<file path="src/rtl/ptc_defines.svh">
`ifndef PTC_DEFINES_SVH
`define PTC_DEFINES_SVH

// ----------------------------------------------------------------------
// register byte addresses (one aligned word each, data in bits 7..0)
// ----------------------------------------------------------------------
`define PTC_ADDR_CTRL0      6'h00
`define PTC_ADDR_CTRL1      6'h04
`define PTC_ADDR_CNT_LOW    6'h08
`define PTC_ADDR_CNT_HIGH   6'h0C
`define PTC_ADDR_CMPA_LOW   6'h10
`define PTC_ADDR_CMPA_HIGH  6'h14
`define PTC_ADDR_PER_LOW    6'h18
`define PTC_ADDR_PER_HIGH   6'h1C
`define PTC_ADDR_STATUS     6'h20

// ----------------------------------------------------------------------
// field positions
// ----------------------------------------------------------------------
`define PTC_C0_PAUSE        7
`define PTC_C0_ON           3
`define PTC_ST_FLAG_A       0
`define PTC_ST_FLAG_P       1

// ----------------------------------------------------------------------
// reset values, limits and the falling-edge clock select code
// ----------------------------------------------------------------------
`define PTC_CMPA_RST        10'h000
`define PTC_PERIOD_RST      10'h000
`define PTC_CNT_MAX         10'h3FF
`define PTC_CKSEL_FALL      3'h7
`endif

</file>
<file path="src/rtl/ptc_pkg.sv">
package ptc_pkg;

  typedef enum logic [1:0]
  {
    PTC_MODE_CMP  = 2'b00,
    PTC_MODE_CAP  = 2'b01,
    PTC_MODE_PWM  = 2'b10,
    PTC_MODE_TMR  = 2'b11
  } ptc_mode_t;

  typedef enum logic [1:0]
  {
    PTC_ACT_A00 = 2'b00,
    PTC_ACT_A01 = 2'b01,
    PTC_ACT_A10 = 2'b10,
    PTC_ACT_A11 = 2'b11
  } ptc_pin_act_t;

  typedef struct packed
  {
    logic         pause;
    logic [2:0]   clk_sel;
    logic         on;
    logic         on_prev;
    ptc_mode_t    mode;
    ptc_pin_act_t pin_act;
    logic         init_lvl;
    logic         invert;
    logic         cap_src;
    logic         clr_src;
    logic [9:0]   cmpa;
    logic [9:0]   period;
    logic [9:0]   count;
    logic         flag_a;
    logic         flag_p;
    logic         cm_level;
    logic         ext_s1;
    logic         ext_s2;
    logic         ext_prev;
    logic         pin;
    logic         pin_used;
    logic         waitreq;
    logic [31:0]  rdata;
  } ptc_state_t;

endpackage

</file>
<file path="src/rtl/ptc_periodic_timer.sv">
// The placing of the registers and the Avalon-MM slave port are this design's own decisions.
`timescale 1ns/1ps
`include "ptc_defines.svh"

module ptc_periodic_timer
  import ptc_pkg::*;
(
  input  wire logic        clk,
  input  wire logic        nrst,
  input  wire logic [5:0]  address,
  input  wire logic        read,
  input  wire logic        write,
  input  wire logic [31:0] writedata,
  input  wire logic [3:0]  byteenable,
  output logic      [31:0] readdata,
  output logic             waitrequest,
  input  wire logic        timer_tick,
  input  wire logic        external_clock_pin,
  output logic             timer_output_pin,
  output logic             timer_output_used,
  output logic             match_a_flag,
  output logic             match_p_flag
);

  ptc_state_t  st;
  ptc_state_t  next_st;
  logic [10:0] inc;
  logic        run;
  logic        single;
  logic        a_hit;
  logic        p_hit;
  logic        set_a;
  logic        set_p;
  logic        clr;
  logic        rise_on;
  logic        ext_edge;
  logic        pwm_act;
  logic        wr_go;
  logic [7:0]  wd;
  logic [31:0] rd;

  // ----------------------------------------------------------------------
  // next state
  // ----------------------------------------------------------------------
  always_comb
  begin
    next_st  = st;
    wd       = writedata[7:0];
    inc      = {1'b0, st.count} + 11'h001;
    run      = st.on && !st.pause && timer_tick;
    single   = (st.mode == PTC_MODE_PWM) && (st.pin_act == PTC_ACT_A11);
    a_hit    = (inc[9:0] == st.cmpa) && (st.cmpa != 10'h000);
    // zero period means the natural 3FF -> 0 wrap
    p_hit    = (st.period != 10'h000) ? (inc[9:0] == st.period) : inc[10];
    set_a    = 1'b0;
    set_p    = 1'b0;
    clr      = 1'b0;
    rise_on  = st.on && !st.on_prev;
    wr_go    = write && !st.waitreq && byteenable[0];
    pwm_act  = 1'b0;
    rd       = 32'h0000_0000;

    // counter clear and match flags per mode
    case (st.mode)
      PTC_MODE_CMP, PTC_MODE_TMR:
      begin
        if (st.clr_src)
        begin
          set_a = a_hit;
          clr   = a_hit;
        end
        else
        begin
          set_a = a_hit;
          set_p = p_hit;
          clr   = p_hit;
        end
      end
      PTC_MODE_PWM:
      begin
        if (single)
        begin
          set_a = a_hit;
        end
        else
        begin
          set_a = a_hit;
          set_p = p_hit;
          clr   = p_hit;
        end
      end
      default:
      begin
        // capture latching is not built; the counter still wraps on period
        set_p = p_hit;
        clr   = p_hit;
      end
    endcase
    set_a = set_a && run;
    set_p = set_p && run;

    // counter
    if (rise_on)
    begin
      next_st.count    = 10'h000;
      next_st.cm_level = st.init_lvl;
    end
    else if (run)
    begin
      next_st.count = clr ? 10'h000 : inc[9:0];
    end
    next_st.on_prev = st.on;

    // compare mode pin action on A match only
    if ((st.mode == PTC_MODE_CMP) && set_a && !rise_on)
    begin
      case (st.pin_act)
        PTC_ACT_A01: next_st.cm_level = 1'b0;
        PTC_ACT_A10: next_st.cm_level = 1'b1;
        PTC_ACT_A11: next_st.cm_level = ~st.cm_level;
        default:     next_st.cm_level = st.cm_level;
      endcase
    end

    // single pulse: A match ends the pulse by dropping counter-on
    if (single && set_a)
    begin
      next_st.on = 1'b0;
    end

    // external pin: two-flop sync, then edge for auto start
    next_st.ext_s1   = external_clock_pin;
    next_st.ext_s2   = st.ext_s1;
    next_st.ext_prev = st.ext_s2;
    ext_edge = (st.clk_sel == `PTC_CKSEL_FALL) ? (!st.ext_s2 && st.ext_prev)
                                               : (st.ext_s2 && !st.ext_prev);
    if (single && !st.on && ext_edge)
    begin
      next_st.on = 1'b1;
    end

    // output pin
    case (st.mode)
      PTC_MODE_CMP:
      begin
        next_st.pin      = st.cm_level ^ st.invert;
        next_st.pin_used = 1'b1;
      end
      PTC_MODE_PWM:
      begin
        if (single)
        begin
          pwm_act = st.on;
        end
        else
        begin
          case (st.pin_act)
            PTC_ACT_A00: pwm_act = 1'b0;
            PTC_ACT_A01: pwm_act = 1'b1;
            default:     pwm_act = (st.count < st.cmpa) ||
                                   ((st.period != 10'h000) && (st.cmpa >= st.period));
          endcase
        end
        next_st.pin      = (pwm_act ? st.init_lvl : ~st.init_lvl) ^ st.invert;
        next_st.pin_used = 1'b1;
      end
      default:
      begin
        next_st.pin      = 1'b0;
        next_st.pin_used = 1'b0;
      end
    endcase

    // read mux
    case (address)
      `PTC_ADDR_CTRL0:     rd = {24'h00_0000, st.pause, st.clk_sel, st.on, 3'b000};
      `PTC_ADDR_CTRL1:     rd = {24'h00_0000, st.mode, st.pin_act, st.init_lvl, st.invert,
                                 st.cap_src, st.clr_src};
      `PTC_ADDR_CNT_LOW:   rd = {24'h00_0000, st.count[7:0]};
      `PTC_ADDR_CNT_HIGH:  rd = {30'h0000_0000, st.count[9:8]};
      `PTC_ADDR_CMPA_LOW:  rd = {24'h00_0000, st.cmpa[7:0]};
      `PTC_ADDR_CMPA_HIGH: rd = {30'h0000_0000, st.cmpa[9:8]};
      `PTC_ADDR_PER_LOW:   rd = {24'h00_0000, st.period[7:0]};
      `PTC_ADDR_PER_HIGH:  rd = {30'h0000_0000, st.period[9:8]};
      `PTC_ADDR_STATUS:    rd = {30'h0000_0000, st.flag_p, st.flag_a};
      default:             rd = 32'h0000_0000;
    endcase

    // bus: one idle-to-answer cycle, then waitrequest drops for one cycle
    if ((read || write) && st.waitreq)
    begin
      next_st.waitreq = 1'b0;
      next_st.rdata   = read ? rd : 32'h0000_0000;
    end
    else
    begin
      next_st.waitreq = 1'b1;
    end

    // flags: set wins over a write-one clear in the same cycle
    next_st.flag_a = st.flag_a | set_a;
    next_st.flag_p = st.flag_p | set_p;

    // register writes land at the edge where waitrequest is seen low
    if (wr_go)
    begin
      case (address)
        `PTC_ADDR_CTRL0:
        begin
          next_st.pause   = wd[`PTC_C0_PAUSE];
          next_st.clk_sel = wd[6:4];
          next_st.on      = wd[`PTC_C0_ON];
        end
        `PTC_ADDR_CTRL1:
        begin
          next_st.mode     = ptc_mode_t'(wd[7:6]);
          next_st.pin_act  = ptc_pin_act_t'(wd[5:4]);
          next_st.init_lvl = wd[3];
          next_st.invert   = wd[2];
          next_st.cap_src  = wd[1];
          next_st.clr_src  = wd[0];
        end
        `PTC_ADDR_CMPA_LOW:  next_st.cmpa[7:0]   = wd;
        `PTC_ADDR_CMPA_HIGH: next_st.cmpa[9:8]   = wd[1:0];
        `PTC_ADDR_PER_LOW:   next_st.period[7:0] = wd;
        `PTC_ADDR_PER_HIGH:  next_st.period[9:8] = wd[1:0];
        `PTC_ADDR_STATUS:
        begin
          next_st.flag_a = (st.flag_a & ~wd[`PTC_ST_FLAG_A]) | set_a;
          next_st.flag_p = (st.flag_p & ~wd[`PTC_ST_FLAG_P]) | set_p;
        end
        default:
        begin
          next_st.flag_a = st.flag_a | set_a;
        end
      endcase
    end
  end

  // ----------------------------------------------------------------------
  // state register
  // ----------------------------------------------------------------------
  always_ff @(posedge clk or negedge nrst)
  begin
    if (!nrst)
    begin
      st         <= '0;
      st.cmpa    <= `PTC_CMPA_RST;
      st.period  <= `PTC_PERIOD_RST;
      st.waitreq <= 1'b1;
    end
    else
    begin
      st <= next_st;
    end
  end

  assign readdata          = st.rdata;
  assign waitrequest       = st.waitreq;
  assign timer_output_pin  = st.pin;
  assign timer_output_used = st.pin_used;
  assign match_a_flag      = st.flag_a;
  assign match_p_flag      = st.flag_p;
endmodule

</file>
<file path="config.mk">
export PLATFORM = sky130hd
export DESIGN_NAME = ptc_periodic_timer
export DESIGN_NICKNAME = d
export VERILOG_FILES = /design/src/rtl/ptc_pkg.sv /design/src/rtl/ptc_periodic_timer.sv
export VERILOG_INCLUDE_DIRS = /design/src /design/src/rtl
export SDC_FILE = /design/constraint.sdc
export NUM_CORES = 1
export LEC_CHECK = 0
export BUFFER_PORTS_ARGS = -buffer_cell sky130_fd_sc_hd__buf_4
export CORE_ASPECT_RATIO = 1.25
export CORE_MARGIN = 2
export CORE_UTILIZATION = 55
export DETAILED_ROUTE_END_ITERATION = 7
export PLACE_DENSITY = 0.81
export SYNTH_ARGS = -nofsm -noshare
export SYNTH_HDL_FRONTEND = slang
export SYNTH_SLANG_ARGS = --single-unit
export TNS_END_PERCENT = 1
</file>
<file path="constraint.sdc">
create_clock -name clk -period 6.2 [get_ports clk]
set_input_delay 0 -clock clk [delete_from_list [all_inputs] [get_ports clk]]
set_output_delay 0 -clock clk [all_outputs]
set_load 0.02 [all_outputs]
</file>
Word-level counts from Yosys, hierarchy flattened. Index checks and enable logic that the tools add are counted.

Flip-flop bits (word level): 85. Input port bits: 48. Output and inout port bits: 37. Logic and storage cells: 129.

Add/sub/neg operators: 1. $lt $le $gt $ge: 2. Eq/ne operators: 17. Mux-type cells: 29. Bitwise operators: 12. Reductions and logical operators: 43.

Operator list (count): 8-bit case mux with 9 select lines (1); 32-bit two-way mux (1); 10-bit two-way mux (3); 6-bit by 5-bit equality test with 1-bit output, second input constant (4); 10-bit equality test (2); 10-bit nonzero test (2); 1-bit logical AND (18); 1-bit two-way mux (18); 2-bit AND reduction (7); 6-bit by 4-bit equality test with 1-bit output, second input constant (2); 10-bit by 1-bit adder with 11-bit output, second input constant (1); 10-bit >= comparator (1); 10-bit less-than comparator (1); 2-bit equality test, second input constant (4); 1-bit zero test (7); 6-bit by 3-bit equality test with 1-bit output, second input constant (1); 6-bit equality test, second input constant (1); 6-bit zero test (1); 1-bit case mux with 2 select lines (3); 2-bit zero test (2); 4-bit by 2-bit inequality test with 1-bit output, second input constant (1); 1-bit inverter (4); 1-bit OR (4); 2-bit case mux with 2 select lines (1); 10 further kinds (14).

Depth between registers and ports, before layout. Gate-level depths: netlist of the first run.

Depth after elaboration: 10. Depth in mapped cells: 12. Mapped depth without buffers: 10.

Worst setup path before layout of the first run. No wires, ideal clock.

Kind: flip-flop to flip-flop. Start: register st[42] (netlist name). End: register st[47] (netlist name). Setup time: 104 ps. Data arrival time: 2533 ps. Required time: 6096 ps. Slack: 3563 ps. Cell stages (with the launch flop): 12. Buffers on the path: 2. Clock period less this slack: 2637 ps. Path through: dfrtp_1 > ha_1 > buf_4 > nand3_4 > or4_1 > o2111a_1 > o2111ai_2 > nor4_4 > a211o_1 > a21o_1 > buf_6 > o41ai_2.

Longest elaborated chain between the ends: 8. Elaborated cells between the ends (all ways): 11. Those cells by class: add/sub (1); eq/ne (2); mux (7); reduce/logical (1).

Ends and longest elaborated chain: from (decl) (line ptc_periodic_timer.sv:25) `ptc_state_t st;`; from (signal assigned) (line ptc_periodic_timer.sv:254) `st <= next_st;`; 10-bit by 1-bit adder with 11-bit output (*) (line ptc_periodic_timer.sv:49) `inc = {1'b0, st.count} + 11'h001;`; 10-bit equality test, on equally long branches (line ptc_periodic_timer.sv:54, ptc_periodic_timer.sv:52); 1-bit two-way mux or 1-bit logical AND (tied branches) (line ptc_periodic_timer.sv:54, ptc_periodic_timer.sv:52); 1-bit two-way mux, on equally long branches (line ptc_periodic_timer.sv:81, ptc_periodic_timer.sv:67); 1-bit case mux with 2 select lines (line ptc_periodic_timer.sv:64) `case (st.mode)`; 10-bit two-way mux (*) (line ptc_periodic_timer.sv:110) `next_st.count = clr ? 10'h000 : inc[9:0];`; 10-bit two-way mux (*) (line ptc_periodic_timer.sv:108) `else if (run)`; 10-bit two-way mux (*) (line ptc_periodic_timer.sv:103) `if (rise_on)`.

Mark *: on every way between the ends. The rest lies on a longest branch, timed or not. The select of a mux whose other input is x is not followed. A chain may end at the register's enable or synchronous reset.

Worst setup path in the final report of the first run.
Start: register st[41] (netlist name). End: register st[46] (netlist name).

Same word-level chain as after synthesis.

==> results of run 1 <==
stage by stage:
step / power (W) / setup WS [ns]
floorplan: 0.000542 / 3.56
CTS: 0.000909 / 2.74
finish: 0.000914 / 2.66
detailed placement: 0.000584 / 2.77
global route: 0.000951 / 2.47
global placement: 0.000579 / 2.81
registers in the layout, indices dropped and copies added, names as in the netlist:
name               count
match_a_flag           1
match_p_flag           1
next_st                3
readdata               8
st                    45
timer_output_pin       1
timer_output_used      1
waitrequest            1
power by group through the flow:
stage          sequential, W  clock (W)  combinational (W)
2_1_floorplan       0.000440          0           0.000102
3_3_place_gp        0.000448          0           0.000131
3_5_place_dp        0.000449          0           0.000135
4_1_cts             0.000441   0.000327           0.000141
5_1_grt             0.000444   0.000349           0.000158
6_report            0.000443   0.000329           0.000142
layout make-up:
cell class / count / area (sq um)
clock buffers: 11 / 141
clock inverters: 5 / 36.3
fillers: 645 / 2960
inverters: 33 / 124
multi-input cells: 365 / 2600
flip-flops and latches: 61 / 1530
well taps: 95 / 119
repair buffers: 46 / 373
Yosys cell counts, types with 12 or more instances:
library cell  number
inv_1             33
buf_4             35
nand2_1           46
xor2_1            12
a21oi_1           12
ha_1              26
nor2_1            21
xnor2_1           13
nor4_1            20
dfrtp_1           60
mux2_2            18
nor3_1            12
o21ai_0           32
path summary, 6_finish.rpt:
kind                                    endpoint  depth (start not counted)
max in group asynchronous     st[75]$_DFFE_PN0P_                          2
setup / recovery              st[46]$_DFFE_PN0P_                          9
setup reg to reg              st[46]$_DFFE_PN0P_                          9
hold / removal             waitrequest$_DFF_PN1_                          2
min in group asynchronous     st[51]$_DFFE_PN0P_                          2
hold reg to reg            next_st[35]$_DFF_PN0_                          0
critical path: stages, from the launching register on:
cell       delay [ns]
dfrtp_1          0.59
ha_1             0.47
nand3_4          0.19
nor2_1           0.38
xor2_1           0.22
o2111ai_2        0.22
nor4_4           0.59
or2_2            0.22
a21o_1           0.43
o31ai_2          0.10
logic make-up after synthesis:
logic type      synth area share
compound gates             0.186
simple gates               0.190
fa+ha+maj                 0.0723
flops                      0.340
other cells             0.000833
mux                       0.0495
xor+xnor                  0.0587
buf+inv                    0.103
repair_timing:
item / 4_1_cts / 5_1_grt
setup buffers: 0 / 0
hold buffers: 11 / 0
endpoints found under the hold margin: 92 / 0
setup endpoints to repair: 0 / 0
routing by layer:
layer,global-route usage,share of wire,up-vias
met3,0.0608,0.077,42
met5,0,0,-
met2,0.449,0.49,216
met1,0.347,0.39,1863
li1,-,-,1781
met4,0.135,0.047,0
==> qor.csv, run 1 <==
metric,value,unit
status,"complete, but fails checks",
violated checks,negative hold slack,
yosys warns,0,
internal power,0.000628,W
H-tree depth,3,
Tot GR Track Use,0.277,
#FFs+latches synth,61,
leading area contributor after synthesis,dfrtp_1,
Max clock buf depth,2,
layout cells sized above 1,0.192,
DRC errors left,0,
Sw Pwr,0.000286,W
Final Hold Viols,1,
post-route ant nets,0,
post-layout net count,590,
switch share,0.313,
final setup skew,0.00648,ns
Max Cap Viol,0,
die area,8920,sq um
top-area cell type share of the netlist area,0.334,
cell count after synthesis,486,
vias in the first global route,3800,
"most common cell after layout, fill and taps aside",dfrtp_1,
final worst-path cycle share,0.572,
Hold Path Class,primary input to register,
vias per cell,6.33,
"reg-to-reg slack, setup",2.66,ns
Crit Path Max Fanout,9,
Port Buffers,33,
Rows,36,
area of the core,7880,sq um
"Design Area, Final",4920,sq um
largest net degree at the start of global routing,62,
"wirelength, routed",11.8,mm
clk slew on worst S/H paths,0.07,ns
worst skew pair latency,0.36,ns
TritonCTS clock tree,yes,
DRT Pass-1 Iters,5,
Period minus WS final,3.54,ns
initial cell density of the core,0.571,
Worst R2R Start,st[41]$_DFFE_PN0P_,
dpl hpwl,8.75,mm
RSZ-0062 raised after global routing,false,
Async SR Flop Fraction,1.00,
# placed instances,589,
initial DRC count,356,
Horiz. Die Dim,84.9,um
die height,105,um
Clock power frac,0.360,
CP endpoint kind,register,
synthesized area,4500,sq um
final slew viol count,0,
synth unique cells,67,
ys flop type,dfrtp_1,
Synth area leaders,"dfrtp_1, ha_1, buf_4",
"Seq/Total Area, Yosys",0.340,
n_diodes,0,
I/O pins,85,
Critical Path Start Type,register,
fmax,282,MHz
CP required,6.43,ns
Pwr Density,186,nW/um^2
Crit path arrival time,3.77,ns
Mean Syn Cell Area,9.26,sq um
gr ovfl total,0,
leakage power,2.24,nW
TritonCTS buffer count,9,
tightest hold margin,-0.0138,ns
Worst slew margin,0.185,
Gate power share,0.155,
"commonest non-fill, non-tap cells in the layout","dfrtp_1, nand2_1, buf_4, inv_1, o21ai_0",
CTS sink count,61,
crit path kind,register to register,
CTS-repair resized insts,0,
final core utilization,0.624,
CTS root buffer,clkbuf_8,
GPL Wtd Cong,0.958,
placed inst area,4630,sq um
Via Count,3902,
hold_sp,write,
Slew @ Worst Pin,1.21,ns
post-route setup TNS,0,ns
WL/cell,19.2,um
Post-synth EDFFs,0,
first-pass GRT wire length,19.4,mm
Setup crit start,st[41]$_DFFE_PN0P_,
Seq pwr share,0.484,
initial antenna violation count,0,
endpoints failing setup,0,
Max VDD drop,0.000165,V
Non-Filler Instances,616,
Syn-to-layout area delta,9.37,%
No activity file was read; power rests on OpenSTA's default activity.
==> inputs of run 2 (changes only) <==
--- a/config.mk
+++ b/config.mk
@@ -9,9 +9,9 @@
 export BUFFER_PORTS_ARGS = -buffer_cell sky130_fd_sc_hd__buf_4
 export CORE_ASPECT_RATIO = 1.25
 export CORE_MARGIN = 2
-export CORE_UTILIZATION = 55
+export CORE_UTILIZATION = 51
 export DETAILED_ROUTE_END_ITERATION = 7
-export PLACE_DENSITY = 0.81
+export PLACE_DENSITY = 0.79
 export SYNTH_ARGS = -nofsm -noshare
 export SYNTH_HDL_FRONTEND = slang
 export SYNTH_SLANG_ARGS = --single-unit
==> constraint.sdc (replaced) <==
create_clock -name clk -period 3.1 [get_ports clk]
set_input_delay 0 -clock clk [delete_from_list [all_inputs] [get_ports clk]]
set_output_delay 0 -clock clk [all_outputs]
set_load 0.02 [all_outputs]
==> run 2 against run 1 <==
The flow now finishes without violations. Combinational power increased by 110%. Maximum frequency increased by 22%. Register-to-register slack got worse by 2.4 ns. Routed wire length increased by 4.1%. Cell count increased by 6.5%. Utilization decreased by 3.2 points. Sequential share of layout area decreased by 1.1 points.
==> qor.csv, run 2 (same netlist as run 1, synthesis figures left out) <==
metric,value,unit,change
status,"complete, no violations",,
final slew viol count,0,,unchanged
Hold Path Class,primary input to register,,
TritonCTS buffer count,9,,unchanged
final worst-path cycle share,0.933,,+0.362
hold endpoint,waitrequest$_DFF_PN1_,,
hold_sp,write,,
vias in the first global route,3885,,+2.2%
final core utilization,0.592,,-0.0318
R2R depth,11,,+2
Period minus WS final,2.89,ns,-0.651 ns
H-tree depth,3,,unchanged
Worst R2R Start,st[41]$_DFFE_PN0P_,,
"most common cell after layout, fill and taps aside",dfrtp_1,,
"commonest non-fill, non-tap cells in the layout","dfrtp_1, buf_4, nand2_1, inv_1, o21ai_0",,
CTS root buffer,clkbuf_8,,
vias per cell,6.05,,-4.5%
area of the core,8610,sq um,+9.2%
RSZ-0062 raised after global routing,false,,
TritonCTS clock tree,yes,,
gr ovfl total,0,,unchanged
Hold Path Stages,2,,unchanged
Critical Path Slowest Stage Cell,or4_1,,
worst skew pair latency,0.37,ns,about the same
dpl hpwl,9.16,mm,+4.6%
clk slew on worst S/H paths,0.07,ns,about the same
Pwr Density,373,nW/um^2,+100%
CP endpoint kind,register,,
"Largest stage delay, worst path",0.49,ns,-0.10 ns
Tot GR Track Use,0.272,,-0.00468
DRT Pass-1 Iters,6,,+1
n_diodes,0,,unchanged
initial cell density of the core,0.523,,-0.0480
Syn-to-layout area delta,13.3,%,
initial DRC count,339,,-4.8%
endpoints failing setup,0,,unchanged
GPL Wtd Cong,0.995,,+3.9%
I/O pins,85,,unchanged
CP required,3.36,ns,-3.07 ns
Horiz. Die Dim,88.0,um,+3.7%
layout cells sized above 1,0.218,,+0.0263
final setup skew,0.0114,ns,+0.00491 ns
post-layout net count,605,,+2.5%
initial antenna violation count,0,,unchanged
Critical Path Start Type,register,,
WL/cell,18.8,um,-2.2%
max reg flops,45,,unchanged
Slew @ Worst Pin,0.760,ns,-0.452 ns
"wirelength, routed",12.3,mm,+4.1%
Max clock buf depth,2,,unchanged
Top reg by flops,st,,
crit path kind,register to register,,
DRC errors left,0,,unchanged
post-CTS setup buffer count,0,,unchanged
"reg-to-reg slack, setup",0.21,ns,-2.45 ns
Crit path arrival time,3.16,ns,-0.61 ns
crit path cell chain,"ha_1, nand3_4, or4_1, o2111a_1, o2111ai_2, nor4_4, buf_4, a211o_1, a21o_1, buf_12, o41ai_2",,
Max Cap Viol,0,,unchanged
Port Buffers,33,,unchanged
die area,9590,sq um,+7.5%
largest net degree at the start of global routing,62,,unchanged
Max VDD drop,0.000407,V,+150%
CTS sink count,61,,unchanged
Rows,38,,+5.6%
die height,109,um,+3.7%
Final Hold Viols,0,,-1
Via Count,3968,,+1.7%
post-route setup TNS,0,ns,unchanged
R2R Path End,st[50]$_DFFE_PN0P_,,
leakage power,2.34,nW,+4.6%
Setup crit start,st[41]$_DFFE_PN0P_,,
fmax,346,MHz,+22%
first-pass GRT wire length,19.6,mm,+1.0%
Worst slew margin,0.494,,+0.309
Crit Path Max Fanout,9,,unchanged
post-route ant nets,0,,unchanged
-- run 2: layout make-up --
type / instances / area [sq um]
fill: 716 / 3510
timing repair buffer: 61 / 498
tap: 120 / 150
multi-input combinational: 365 / 2600
inverter: 33 / 124
clock buffer: 9 / 124
sequential: 61 / 1530
clock inverter: 7 / 73.8
-- run 2: worst max-delay path by stage --
stage,slack [ns],endpoint
6_report,0.21,st[50]$_DFFE_PN0P_
5_1_grt,0.07,st[45]$_DFFE_PN0P_
4_1_cts,0.16,st[46]$_DFFE_PN0P_
3_5_place_dp,0.22,st[46]$_DFFE_PN0P_
3_3_place_gp,0.24,st[43]$_DFFE_PN0P_
2_1_floorplan,0.46,st[47]$_DFFE_PN0P_
-- run 2: power breakdown --
group	switching [W]	internal, W
logic	0.000177	0.000117
clock network	0.000351	0.000374
registers	0.0000507	0.000830
total	0.000580	0.00132
-- run 2: per-stage QoR --
| step | instances | setup WS, ns | power [W] | area, sq um | hold slack, ns |
|---|---|---|---|---|---|
| global route | 656 | 0.0673 | 0.00197 | 5100 | 0.0642 |
| detailed placement | 629 | 0.219 | 0.00117 | 4790 | 0.110 |
| floorplan | 509 | 0.463 | 0.00108 | 4590 | -0.296 |
| CTS | 656 | 0.160 | 0.00191 | 5100 | 0.0331 |
| finish | 656 | 0.207 | 0.00190 | 5100 | 0.0447 |
| global placement | 629 | 0.240 | 0.00116 | 4790 | 0.111 |
-- run 2: routing by layer --
layer / part of all wire / global-route usage / up-vias
met5: 0 / 0 / -
met4: 0.052 / 0.182 / 0
met3: 0.058 / 0.0394 / 51
met2: 0.51 / 0.452 / 193
met1: 0.38 / 0.324 / 1919
li1: - / - / 1805
-- run 2: what timing repair did --
| item | in CTS | in global routing |
|---|---|---|
| resized for setup | 0 | 1 |
| hold endpoints to repair | 91 | 0 |
| hold buffers | 11 | 0 |
| endpoints found under the setup margin | 0 | 7 |
-- run 2: worst max-delay path, delay by kind of cell, from the launching register on --
family / cells / cell delay [ns]
compound gates: 5 / 1.03
fa+ha+maj: 1 / 0.39
buf+inv: 2 / 0.33
flops: 1 / 0.35
simple gates: 3 / 0.69
